[src/rtl/lla_pkg.sv]
// Package: constants, offsets and types of the liquid level alarm sequencer
package lla_pkg;

   // Clock and reference oscillator
   localparam int unsigned LLA_CLK_HZ         = 100_000_000;
   localparam int unsigned LLA_OSC_HZ         = 1600;
   localparam int unsigned LLA_OSC_DIV_DEF    = LLA_CLK_HZ / LLA_OSC_HZ;

   // Oscillator ratios
   localparam int unsigned LLA_DRIVE_DIV      = 32;
   localparam int unsigned LLA_ALARM_DIV      = 512;
   localparam int unsigned LLA_PHASE_W        = 9;
   localparam int unsigned LLA_DRIVE_BIT      = 4;
   localparam logic [8:0]  LLA_ON_SHORT       = 9'(LLA_ALARM_DIV / 64);
   localparam logic [8:0]  LLA_ON_HALF        = 9'(LLA_ALARM_DIV / 2);

   // Alarm delays in milliseconds and in oscillator ticks
   localparam int unsigned LLA_DLY_SHORT_MS   = 10240;
   localparam int unsigned LLA_DLY_LONG_MS    = 20480;
   localparam int unsigned LLA_DLY_W          = 16;
   localparam logic [15:0] LLA_DLY_SHORT_LAST =
      16'(LLA_DLY_SHORT_MS * LLA_OSC_HZ / 1000 - 1);
   localparam logic [15:0] LLA_DLY_LONG_LAST  =
      16'(LLA_DLY_LONG_MS * LLA_OSC_HZ / 1000 - 1);

   // Register byte offsets
   localparam int unsigned LLA_ADDR_W         = 5;
   localparam logic [4:0]  LLA_OFS_CTRL       = 5'h00;
   localparam logic [4:0]  LLA_OFS_STATUS     = 5'h04;
   localparam logic [4:0]  LLA_OFS_IRQ_STAT   = 5'h08;
   localparam logic [4:0]  LLA_OFS_IRQ_MASK   = 5'h0c;
   localparam logic [4:0]  LLA_OFS_DLY_CNT    = 5'h10;

   // Field positions and reset values
   localparam int unsigned LLA_CTRL_OUT_EN    = 0;
   localparam int unsigned LLA_IRQ_W          = 3;
   localparam int unsigned LLA_EV_ALARM       = 0;
   localparam int unsigned LLA_EV_LOW         = 1;
   localparam int unsigned LLA_EV_RESTORE     = 2;
   localparam logic [0:0]  LLA_CTRL_RST       = 1'h1;
   localparam logic [2:0]  LLA_IRQ_MASK_RST   = 3'h0;

   // Register select
   typedef enum logic [2:0] {
      LLA_SEL_NONE, LLA_SEL_CTRL, LLA_SEL_STATUS,
      LLA_SEL_IRQ_STAT, LLA_SEL_IRQ_MASK, LLA_SEL_DLY_CNT
   } lla_sel_t;

   // Sequencer states, Gray coded along the usual path
   typedef enum logic [1:0] {
      LLA_ST_OK    = 2'b00,
      LLA_ST_TIME  = 2'b01,
      LLA_ST_ALARM = 2'b11
   } lla_state_t;

endpackage

[src/rtl/lla_core.sv]
// Liquid level alarm sequencer with Avalon-MM register slave
`timescale 1ns/1ps
module lla_core
   import lla_pkg::*;
#(
   parameter int unsigned OSC_DIV = LLA_OSC_DIV_DEF
) (
   // Clock, reset and enable
   input  wire logic                  clock,
   input  wire logic                  rst_b,
   input  wire logic                  clk_en,
   // Sensor and program pins
   input  wire logic                  sense_above,
   input  wire logic                  delay_sel,
   input  wire logic                  pol_duty_sel,
   // Sensor drive and threshold select
   output      logic                  sensor_drive,
   output      logic                  thr_lower_sel,
   // Alarm output
   output      logic                  alarm_out,
   // Avalon-MM slave
   input  wire logic [LLA_ADDR_W-1:0] address,
   input  wire logic                  read,
   input  wire logic                  write,
   input  wire logic [31:0]           writedata,
   output      logic [31:0]           readdata,
   output      logic                  waitrequest,
   // Interrupt
   output      logic                  irq
);

   ////////////////////////////////////////////////////////////////////////////
   // Declarations

   logic                 osc_tick;
   logic                 sense_s;
   logic                 delay_sel_s;
   logic                 pol_s;
   logic [2:0]           pins_s;
   logic [LLA_PHASE_W-1:0] phase_q;
   logic [LLA_PHASE_W-1:0] phase_d;
   lla_state_t           st_q;
   lla_state_t           st_d;
   logic [LLA_DLY_W-1:0] dly_cnt_q;
   logic [LLA_DLY_W-1:0] dly_last;
   logic                 sample_en;
   logic                 low_now;
   logic                 dly_done;
   logic [8:0]           on_len;
   logic [0:0]           ctrl_q;
   logic [LLA_IRQ_W-1:0] irq_stat_q;
   logic [LLA_IRQ_W-1:0] irq_mask_q;
   logic [LLA_IRQ_W-1:0] events;
   logic [LLA_IRQ_W-1:0] irq_clr;
   logic                 wr_take;
   logic                 rd_take;
   lla_sel_t             sel;

   if (OSC_DIV < 2) begin : g_chk
      $error("lla_core: OSC_DIV must be at least 2");
   end

   ////////////////////////////////////////////////////////////////////////////
   // Register address decode, shared by read and write paths

   function automatic lla_sel_t reg_decode(input logic [LLA_ADDR_W-1:0] a);
      case (a)
         LLA_OFS_CTRL:     reg_decode = LLA_SEL_CTRL;
         LLA_OFS_STATUS:   reg_decode = LLA_SEL_STATUS;
         LLA_OFS_IRQ_STAT: reg_decode = LLA_SEL_IRQ_STAT;
         LLA_OFS_IRQ_MASK: reg_decode = LLA_SEL_IRQ_MASK;
         LLA_OFS_DLY_CNT:  reg_decode = LLA_SEL_DLY_CNT;
         default:          reg_decode = LLA_SEL_NONE;
      endcase
   endfunction

   ////////////////////////////////////////////////////////////////////////////
   // Oscillator and pin synchronisers

   lla_osc_div #(
      .DIV    (OSC_DIV)
   ) u_osc (
      .clock  (clock),
      .rst_b  (rst_b),
      .clk_en (clk_en),
      .tick   (osc_tick)
   );

   // Program pins are static, so plain level sync is enough
   lla_sync #(
      .WIDTH  (3)
   ) u_sync (
      .clock  (clock),
      .rst_b  (rst_b),
      .clk_en (clk_en),
      .din    ({pol_duty_sel, delay_sel, sense_above}),
      .dout   (pins_s)
   );

   assign sense_s     = pins_s[0];
   assign delay_sel_s = pins_s[1];
   assign pol_s       = pins_s[2];

   ////////////////////////////////////////////////////////////////////////////
   // Oscillator phase: one counter serves drive and alarm waveform

   assign phase_d = phase_q + LLA_PHASE_W'(1);

   always_ff @(posedge clock or negedge rst_b) begin
      if (!rst_b) begin
         phase_q      <= '0;
         sensor_drive <= 1'b1;
      end else if (clk_en && osc_tick) begin
         phase_q      <= phase_d;
         sensor_drive <= ~phase_d[LLA_DRIVE_BIT];
      end
   end

   ////////////////////////////////////////////////////////////////////////////
   // Sensing with hysteresis, only while the drive is high

   assign sample_en = clk_en && osc_tick && sensor_drive;
   assign low_now   = pol_s ? ~sense_s : sense_s;

   always_ff @(posedge clock or negedge rst_b) begin
      if (!rst_b) begin
         thr_lower_sel <= 1'b0;
      end else if (sample_en) begin
         thr_lower_sel <= sense_s;
      end
   end

   ////////////////////////////////////////////////////////////////////////////
   // Delay timing and alarm latch

   assign dly_last = delay_sel_s ? LLA_DLY_LONG_LAST : LLA_DLY_SHORT_LAST;
   assign dly_done = clk_en && osc_tick && (st_q == LLA_ST_TIME)
                     && (dly_cnt_q == dly_last)
                     && !(sample_en && !low_now);

   always_comb begin
      st_d = st_q;
      case (st_q)
         LLA_ST_OK: begin
            if (sample_en && low_now) begin
               st_d = LLA_ST_TIME;
            end
         end
         LLA_ST_TIME: begin
            if (sample_en && !low_now) begin
               st_d = LLA_ST_OK;
            end else if (dly_done) begin
               st_d = LLA_ST_ALARM;
            end
         end
         LLA_ST_ALARM: begin
            st_d = LLA_ST_ALARM;
         end
         default: begin
            st_d = LLA_ST_OK;
         end
      endcase
   end

   always_ff @(posedge clock or negedge rst_b) begin
      if (!rst_b) begin
         st_q <= LLA_ST_OK;
      end else if (clk_en) begin
         st_q <= st_d;
      end
   end

   always_ff @(posedge clock or negedge rst_b) begin
      if (!rst_b) begin
         dly_cnt_q <= '0;
      end else if (clk_en) begin
         if (st_q != LLA_ST_TIME || (sample_en && !low_now)) begin
            dly_cnt_q <= '0;
         end else if (osc_tick && dly_cnt_q != dly_last) begin
            dly_cnt_q <= dly_cnt_q + LLA_DLY_W'(1);
         end
      end
   end

   ////////////////////////////////////////////////////////////////////////////
   // Alarm waveform

   assign on_len = pol_s ? LLA_ON_HALF : LLA_ON_SHORT;

   always_ff @(posedge clock or negedge rst_b) begin
      if (!rst_b) begin
         alarm_out <= 1'b0;
      end else if (clk_en) begin
         alarm_out <= (st_q == LLA_ST_ALARM) && ctrl_q[LLA_CTRL_OUT_EN]
                      && (phase_q < on_len);
      end
   end

   ////////////////////////////////////////////////////////////////////////////
   // Avalon-MM slave: one wait cycle per request

   assign sel     = reg_decode(address);
   assign rd_take = read && waitrequest;
   assign wr_take = write && !waitrequest;

   always_ff @(posedge clock or negedge rst_b) begin
      if (!rst_b) begin
         waitrequest <= 1'b1;
      end else if (clk_en) begin
         waitrequest <= !((read || write) && waitrequest);
      end
   end

   always_ff @(posedge clock or negedge rst_b) begin
      if (!rst_b) begin
         readdata <= '0;
      end else if (clk_en && rd_take) begin
         case (sel)
            LLA_SEL_CTRL:     readdata <= {31'h0, ctrl_q};
            LLA_SEL_STATUS:   readdata <= {26'h0, pol_s, delay_sel_s, sensor_drive,
                                           thr_lower_sel, st_q == LLA_ST_TIME,
                                           st_q == LLA_ST_ALARM};
            LLA_SEL_IRQ_STAT: readdata <= {29'h0, irq_stat_q};
            LLA_SEL_IRQ_MASK: readdata <= {29'h0, irq_mask_q};
            LLA_SEL_DLY_CNT:  readdata <= {16'h0, dly_cnt_q};
            default:          readdata <= 32'h0;
         endcase
      end
   end

   always_ff @(posedge clock or negedge rst_b) begin
      if (!rst_b) begin
         ctrl_q     <= LLA_CTRL_RST;
         irq_mask_q <= LLA_IRQ_MASK_RST;
      end else if (clk_en && wr_take) begin
         if (sel == LLA_SEL_CTRL) begin
            ctrl_q <= writedata[0:0];
         end
         if (sel == LLA_SEL_IRQ_MASK) begin
            irq_mask_q <= writedata[LLA_IRQ_W-1:0];
         end
      end
   end

   ////////////////////////////////////////////////////////////////////////////
   // Interrupt status: sticky, write one to clear, set wins

   assign events[LLA_EV_ALARM]   = (st_q == LLA_ST_TIME) && (st_d == LLA_ST_ALARM);
   assign events[LLA_EV_LOW]     = (st_q == LLA_ST_OK) && (st_d == LLA_ST_TIME);
   assign events[LLA_EV_RESTORE] = (st_q == LLA_ST_TIME) && (st_d == LLA_ST_OK);
   assign irq_clr = (wr_take && sel == LLA_SEL_IRQ_STAT) ? writedata[LLA_IRQ_W-1:0]
                                                         : '0;

   always_ff @(posedge clock or negedge rst_b) begin
      if (!rst_b) begin
         irq_stat_q <= '0;
      end else if (clk_en) begin
         irq_stat_q <= (irq_stat_q & ~irq_clr) | events;
      end
   end

   always_ff @(posedge clock or negedge rst_b) begin
      if (!rst_b) begin
         irq <= 1'b0;
      end else if (clk_en) begin
         irq <= |(((irq_stat_q & ~irq_clr) | events) & irq_mask_q);
      end
   end

   ////////////////////////////////////////////////////////////////////////////
   // Assertions

   drive_edge_a: assert property (@(posedge clock) disable iff (!rst_b)
      $changed(sensor_drive) |->
         $past(clk_en && osc_tick) && ($past(phase_q[3:0]) == 4'hf))
      else $error("sensor drive changed off a 16-tick boundary");

   drive_low_a: assert property (@(posedge clock) disable iff (!rst_b)
      (clk_en && osc_tick && !sensor_drive) |=> $stable(thr_lower_sel))
      else $error("threshold changed while drive low");

   hyst_switch_a: assert property (@(posedge clock) disable iff (!rst_b)
      (sample_en && sense_s) |=> thr_lower_sel)
      else $error("lower threshold not selected after exceeding upper");

   low_detect_a: assert property (@(posedge clock) disable iff (!rst_b)
      (sample_en && st_q == LLA_ST_OK && (pol_s ? !sense_s : sense_s))
         |=> st_q == LLA_ST_TIME)
      else $error("low liquid indication did not start delay");

   alarm_delay_a: assert property (@(posedge clock) disable iff (!rst_b)
      (st_q == LLA_ST_ALARM && $past(st_q) == LLA_ST_TIME) |->
         $past(dly_cnt_q) == ($past(delay_sel_s) ? 16'h7fff : 16'h3fff))
      else $error("alarm latched before full delay");

   delay_clear_a: assert property (@(posedge clock) disable iff (!rst_b)
      (sample_en && st_q == LLA_ST_TIME && !low_now) |=>
         (dly_cnt_q == 16'h0000) && (st_q == LLA_ST_OK))
      else $error("adequate sample did not clear delay");

   alarm_latch_a: assert property (@(posedge clock) disable iff (!rst_b)
      st_q == LLA_ST_ALARM |=> st_q == LLA_ST_ALARM)
      else $error("alarm latch released");

   out_duty_a: assert property (@(posedge clock) disable iff (!rst_b)
      (alarm_out && $past(clk_en) && !$past(pol_s)) |->
         ($past(phase_q) < 9'h008) && ($past(st_q) == LLA_ST_ALARM))
      else $error("alarm output outside its active slot");

   alarm_quiet_a: assert property (@(posedge clock) disable iff (!rst_b)
      (clk_en && st_q != LLA_ST_ALARM) |=> !alarm_out)
      else $error("alarm output active without latched alarm");

   phase_wrap_a: assert property (@(posedge clock) disable iff (!rst_b)
      (clk_en && osc_tick && phase_q == 9'h1ff) |=> (phase_q == 9'h000))
      else $error("alarm phase did not wrap after 512 ticks");

   out_half_a: assert property (@(posedge clock) disable iff (!rst_b)
      (clk_en && $past(clk_en) && $past(pol_s) && $past(st_q) == LLA_ST_ALARM
         && $past(ctrl_q[0]) && $past(phase_q) < 9'h100) |-> alarm_out)
      else $error("half duty alarm output missing");

   irq_level_a: assert property (@(posedge clock) disable iff (!rst_b)
      (clk_en && $past(clk_en) && !$past(wr_take)) |->
         irq == |($past(irq_stat_q | events) & $past(irq_mask_q)))
      else $error("interrupt output does not follow status and mask");

endmodule

[src/rtl/lla_osc_div.sv]
// Oscillator tick generator dividing the system clock
`timescale 1ns/1ps
module lla_osc_div
   import lla_pkg::*;
#(
   parameter int unsigned DIV = LLA_OSC_DIV_DEF
) (
   // Clock and reset
   input  wire logic clock,
   input  wire logic rst_b,
   input  wire logic clk_en,
   // One-cycle pulse per oscillator period
   output      logic tick
);

   localparam int unsigned CW = (DIV > 2) ? $clog2(DIV) : 1;
   localparam logic [CW-1:0] LAST = CW'(DIV - 1);

   logic [CW-1:0] cnt_q;

   if (DIV < 2) begin : g_chk
      $error("lla_osc_div: DIV must be at least 2");
   end

   always_ff @(posedge clock or negedge rst_b) begin
      if (!rst_b) begin
         cnt_q <= '0;
         tick  <= 1'b0;
      end else if (clk_en) begin
         tick  <= (cnt_q == LAST);
         cnt_q <= (cnt_q == LAST) ? '0 : cnt_q + CW'(1);
      end
   end

endmodule

[src/rtl/lla_sync.sv]
// Two flip-flop synchroniser for pin inputs
`timescale 1ns/1ps
module lla_sync
   import lla_pkg::*;
#(
   parameter int unsigned WIDTH = 1
) (
   // Clock and reset
   input  wire logic             clock,
   input  wire logic             rst_b,
   input  wire logic             clk_en,
   // Data
   input  wire logic [WIDTH-1:0] din,
   output      logic [WIDTH-1:0] dout
);

   logic [WIDTH-1:0] meta_q;

   if (WIDTH < 1) begin : g_chk
      $error("lla_sync: WIDTH must be at least 1");
   end

   always_ff @(posedge clock or negedge rst_b) begin
      if (!rst_b) begin
         meta_q <= '0;
         dout   <= '0;
      end else if (clk_en) begin
         meta_q <= din;
         dout   <= meta_q;
      end
   end

endmodule

[config.mk]
export PLATFORM = sky130hd
export DESIGN_NAME = lla_core
export DESIGN_NICKNAME = d
export VERILOG_FILES = /design/src/rtl/lla_pkg.sv /design/src/rtl/lla_core.sv /design/src/rtl/lla_osc_div.sv /design/src/rtl/lla_sync.sv
export SDC_FILE = /design/constraint.sdc
export NUM_CORES = 1
export LEC_CHECK = 0
export BUFFER_PORTS_ARGS = -buffer_cell sky130_fd_sc_hd__buf_2
export CAP_MARGIN = 30
export CELL_PAD_IN_SITES_DETAIL_PLACEMENT = 1
export CELL_PAD_IN_SITES_GLOBAL_PLACEMENT = 1
export CORE_MARGIN = 1.5
export CORE_UTILIZATION = 30
export DETAILED_ROUTE_END_ITERATION = 6
export PLACE_DENSITY = 0.66
export SLEW_MARGIN = 20
export SYNTH_ARGS = -nofsm -noshare
export SYNTH_HDL_FRONTEND = slang
export SYNTH_SLANG_ARGS = --single-unit
[constraint.sdc]
create_clock -name clock -period 2.1 [get_ports clock]
set_input_delay 0.105 -clock clock [delete_from_list [all_inputs] [get_ports clock]]
set_output_delay 0.105 -clock clock [all_outputs]
set_load 0.005 [all_outputs]
==> impl_metrics.csv <==
group,metric,value,unit
setup_path,cp.arrival,2.12,ns
die,rows,41,
synthesis,synth.distinct_cells,47,
timing,setup_viol,0,
drt,drtPass1Iterations,4,
synthesis,yosysMostFrequentCell,"dfrtp_1",
synthesis,netlist_area,3890,um^2
clock_network,cts.sinks,78,
drt,totalWireLength,9480,um
setup_path,critPathKind,"reg -> reg",
synthesis,ys_seq_area_share,50.3,%
synthesis,synth-async-reset-ratio,100,%
drt,wl_per_cell,15.2,um
setup_path,path_max_fanout,6,
drt,num_vias,3052,
drt,postRouteAntennaNets,0,
synthesis,synth_area_leader_cell,"dfrtp_1",
clock_network,cts_buffers,9,
hold_path,holdPathStages,2,
die,fp.dieW,117,um
setup_path,worst_r2r_path_depth,6,
placement,io_buffers,36,
timing,clock_skew,0.00828,ns
global_routing,grt_max_degree,79,
clock_network,clkLatencyLatePin,0.33,ns
timing,whs,0.0149,ns
drt,drc,0,
timing,slew-limit-headroom,64.9,%
setup_path,crit_chain,"ha_1, and4_1, and2_1, and3_1, nand3_1, a31oi_1",
clock_network,cts-resized-gates,0,
timing,hold_viol,0,
timing,rsz0062_at_grt,"no",
synthesis,ys_top_cells_by_area,"dfrtp_1 48%, nand2_1 6.0%, xnor2_1 5.2%",
timing,final_max_slew_viol_count,0,
run,drv_cap,0,
clock_network,cts_tree,"done",
global_routing,grt.overflow.total,0,
setup_path,regToRegSetupSlack,0.23,ns
timing,period_minus_slack,1.87,ns
placement,dp_hpwl,6750,um
placement,dpl_cell_area,4240,um^2
clock_network,h-tree-depth,3,
placement,gp_congestion,0.831,
die,die_h,117,um
synthesis,synthTopCellsByCount,"75 x dfrtp_1, 62 x nand2_1, 32 x o21ai_0, 29 x nor2_1, 23 x xnor2_1",
clock_network,clk_pin_slew,0.06,ns
setup_path,r2r_end,"irq",
setup_path,cp-end-kind,"flop",
hold_path,min_to,"u_sync.meta_q[2]",
setup_path,cpPeakStageDelay,0.44,ns
global_routing,grt_pass1_wl,16000,um
timing,finalSetupTns,0,ns
drt,drtIter0Drc,156,
pwr,power_density,763,nW/um^2
timing,max_freq,536,MHz
die,pin_count,82,
cells_and_area,syn_to_final_growth,17.3,%
global_routing,grt_pass1_vias,3202,
synthesis,ys_warn_count,0,
timing,tightest_slew,0.527,ns
synthesis,syn_avg_cell_area,9.69,um^2
die,start_util,30.8,%
setup_path,r2r-start,"dly_cnt_q[0]",
cells_and_area,drive_gt1_share,17.7,%
hold_path,min_path_type,"in -> reg",
timing,fin_crit_sh,88.9,%
setup_path,cpMaxStageDelayCell,"dfrtp_1",
synthesis,yosys_most_used_dff,"dfrtp_1",
hold_path,min-delay-start,"pol_duty_sel",
pwr,power_leakage,0.00205,uW
synthesis,yosys.area.top_type_share,48.3,%
synthesis,ys_ff_latch,78,
synthesis,syn_inst,401,
drt,avgViaCountPerCell,4.90,
setup_path,cp-start-kind,"flop",
global_routing,gr-usage-all-layers,15.2,%
global_routing,antenna_found_initial,0,
pwr,vdd_drop_max,327,uV
die,die-area,13700,um^2
clock_network,cts-root-buf,"clkbuf_16",
cells_and_area,antennaDiodeCount,0,
synthesis,synth-edff-count,0,
die,coreArea,12600,um^2
clock_network,clock_path_buffers,2,
cells_and_area,fillers,1516,
run_status,status,"finished, final reports clean",
cells_and_area,layout.nets,495,
cells_and_area,stdcell_area,4560,um^2
setup_path,cp_data_required_time,2.35,ns
[where the power goes]
part           internal [uW]  leakage (uW)  switching, uW
logic                    123      0.000857            162
registers               1580       0.00105           87.9
clock network            900      0.000141            625
[layout by cell type (no fill, tap or decap), drive strengths merged, types with 2 or more instances in the layout]
cell type    synthesis  layout
o31ai                2       2
or3                  7       7
mux2                11      11
xor2                 7       7
nand3b               2       2
xnor2               23      23
nand3               22      22
inv                  5       6
and2                 3       3
nor2                29      29
nor3                 8       8
ha                   4       4
conb                 1      16
a21oi               13      13
and3                10      10
dlygate4sd3          0       3
a21o                 5       5
nand4               12      12
dfrtp               75      75
buf                 22      45
nand2               62      62
nor2b                3       3
nor4                 6       6
a22oi                4       4
and4                 2       2
a22o                 5       5
clkinvlp             0       2
o21ai               33      33
a211o                2       2
clkbuf               7      12
dfstp                3       3
a31oi                2       2
[how the worst max path moves through the flow]
stage,endpoint,from
final,irq,dly_cnt_q[0]
after CTS,irq,dly_cnt_q[0]
after global placement,dly_cnt_q[0],dly_cnt_q[0]
after floorplan,readdata[0],waitrequest
after detailed placement,irq,dly_cnt_q[0]
after global routing,irq,dly_cnt_q[0]
[logic make-up after synthesis]
logic type	share of synthesized area, %
DFF	50.3
adders and majority gates	1.29
AOI/OAI and AO/OA	11.2
buffers and inverters	5.25
other	0.0965
muxes	3.44
xor gates and xnor gates	6.76
and+or+nand+nor	21.7
[area by class of cell]
class                      count  area (um^2)  share of cell area, %
tap                          172          215                   4.72
timing repair buffer          48          293                   6.42
clock inverter                 4         28.8                  0.631
clock buffer                  12          267                   5.84
multi-input combinational    304         1780                   39.1
inverter                       5         18.8                  0.411
sequential                    78         1960                   42.9
[per-stage QoR]
step                      power (uW)  utilization, %  instances  worst slack [ns]
final                           3480            36.1        623             0.233
after global routing            3650            36.1        623            0.0371
after CTS                       3530            36.1        623             0.210
after detailed placement        1980            33.6        604             0.234
after global placement          1960            33.6        604             0.331
after floorplan                 1860               -        416             0.451
[metal layers]
layer  vias to the layer above  wire (um)  global-route usage, %
li1                       1469          -                      -
met1                      1522       4370                   19.7
met2                        52       4610                   25.4
met3                         9        355                   2.94
met4                         0        141                   5.30
met5                         -          0                      0
[sequential cells by signal, indices dropped and copies added (netlist names)]
signal and count:
ctrl_q 1, u_osc.cnt_q 16, readdata 16, u_sync.meta_q 3
alarm_out 1, irq 1, phase_q 9, dly_cnt_q 16
st_q 2, u_osc.tick 1, irq_stat_q 3, irq_mask_q 3
u_sync.dout 3, sensor_drive 1, waitrequest 1, thr_lower_sel 1
[repair_timing]
item / CTS / global route
endpoints found under the hold margin: 77 / 0
hold buffers: 3 / 0
setup buffers: 0 / 0
[worst max-delay path, delay by kind of cell, from the launching register on]
kind	cells	cell delay (ns)
flip-flops	1	0.44
adder cells (fa/ha/maj)	1	0.30
AND/OR/NAND/NOR	4	0.87
AO/OA/AOI/OAI	1	0.19
Note: power is estimated with default switching activity, not from simulation.
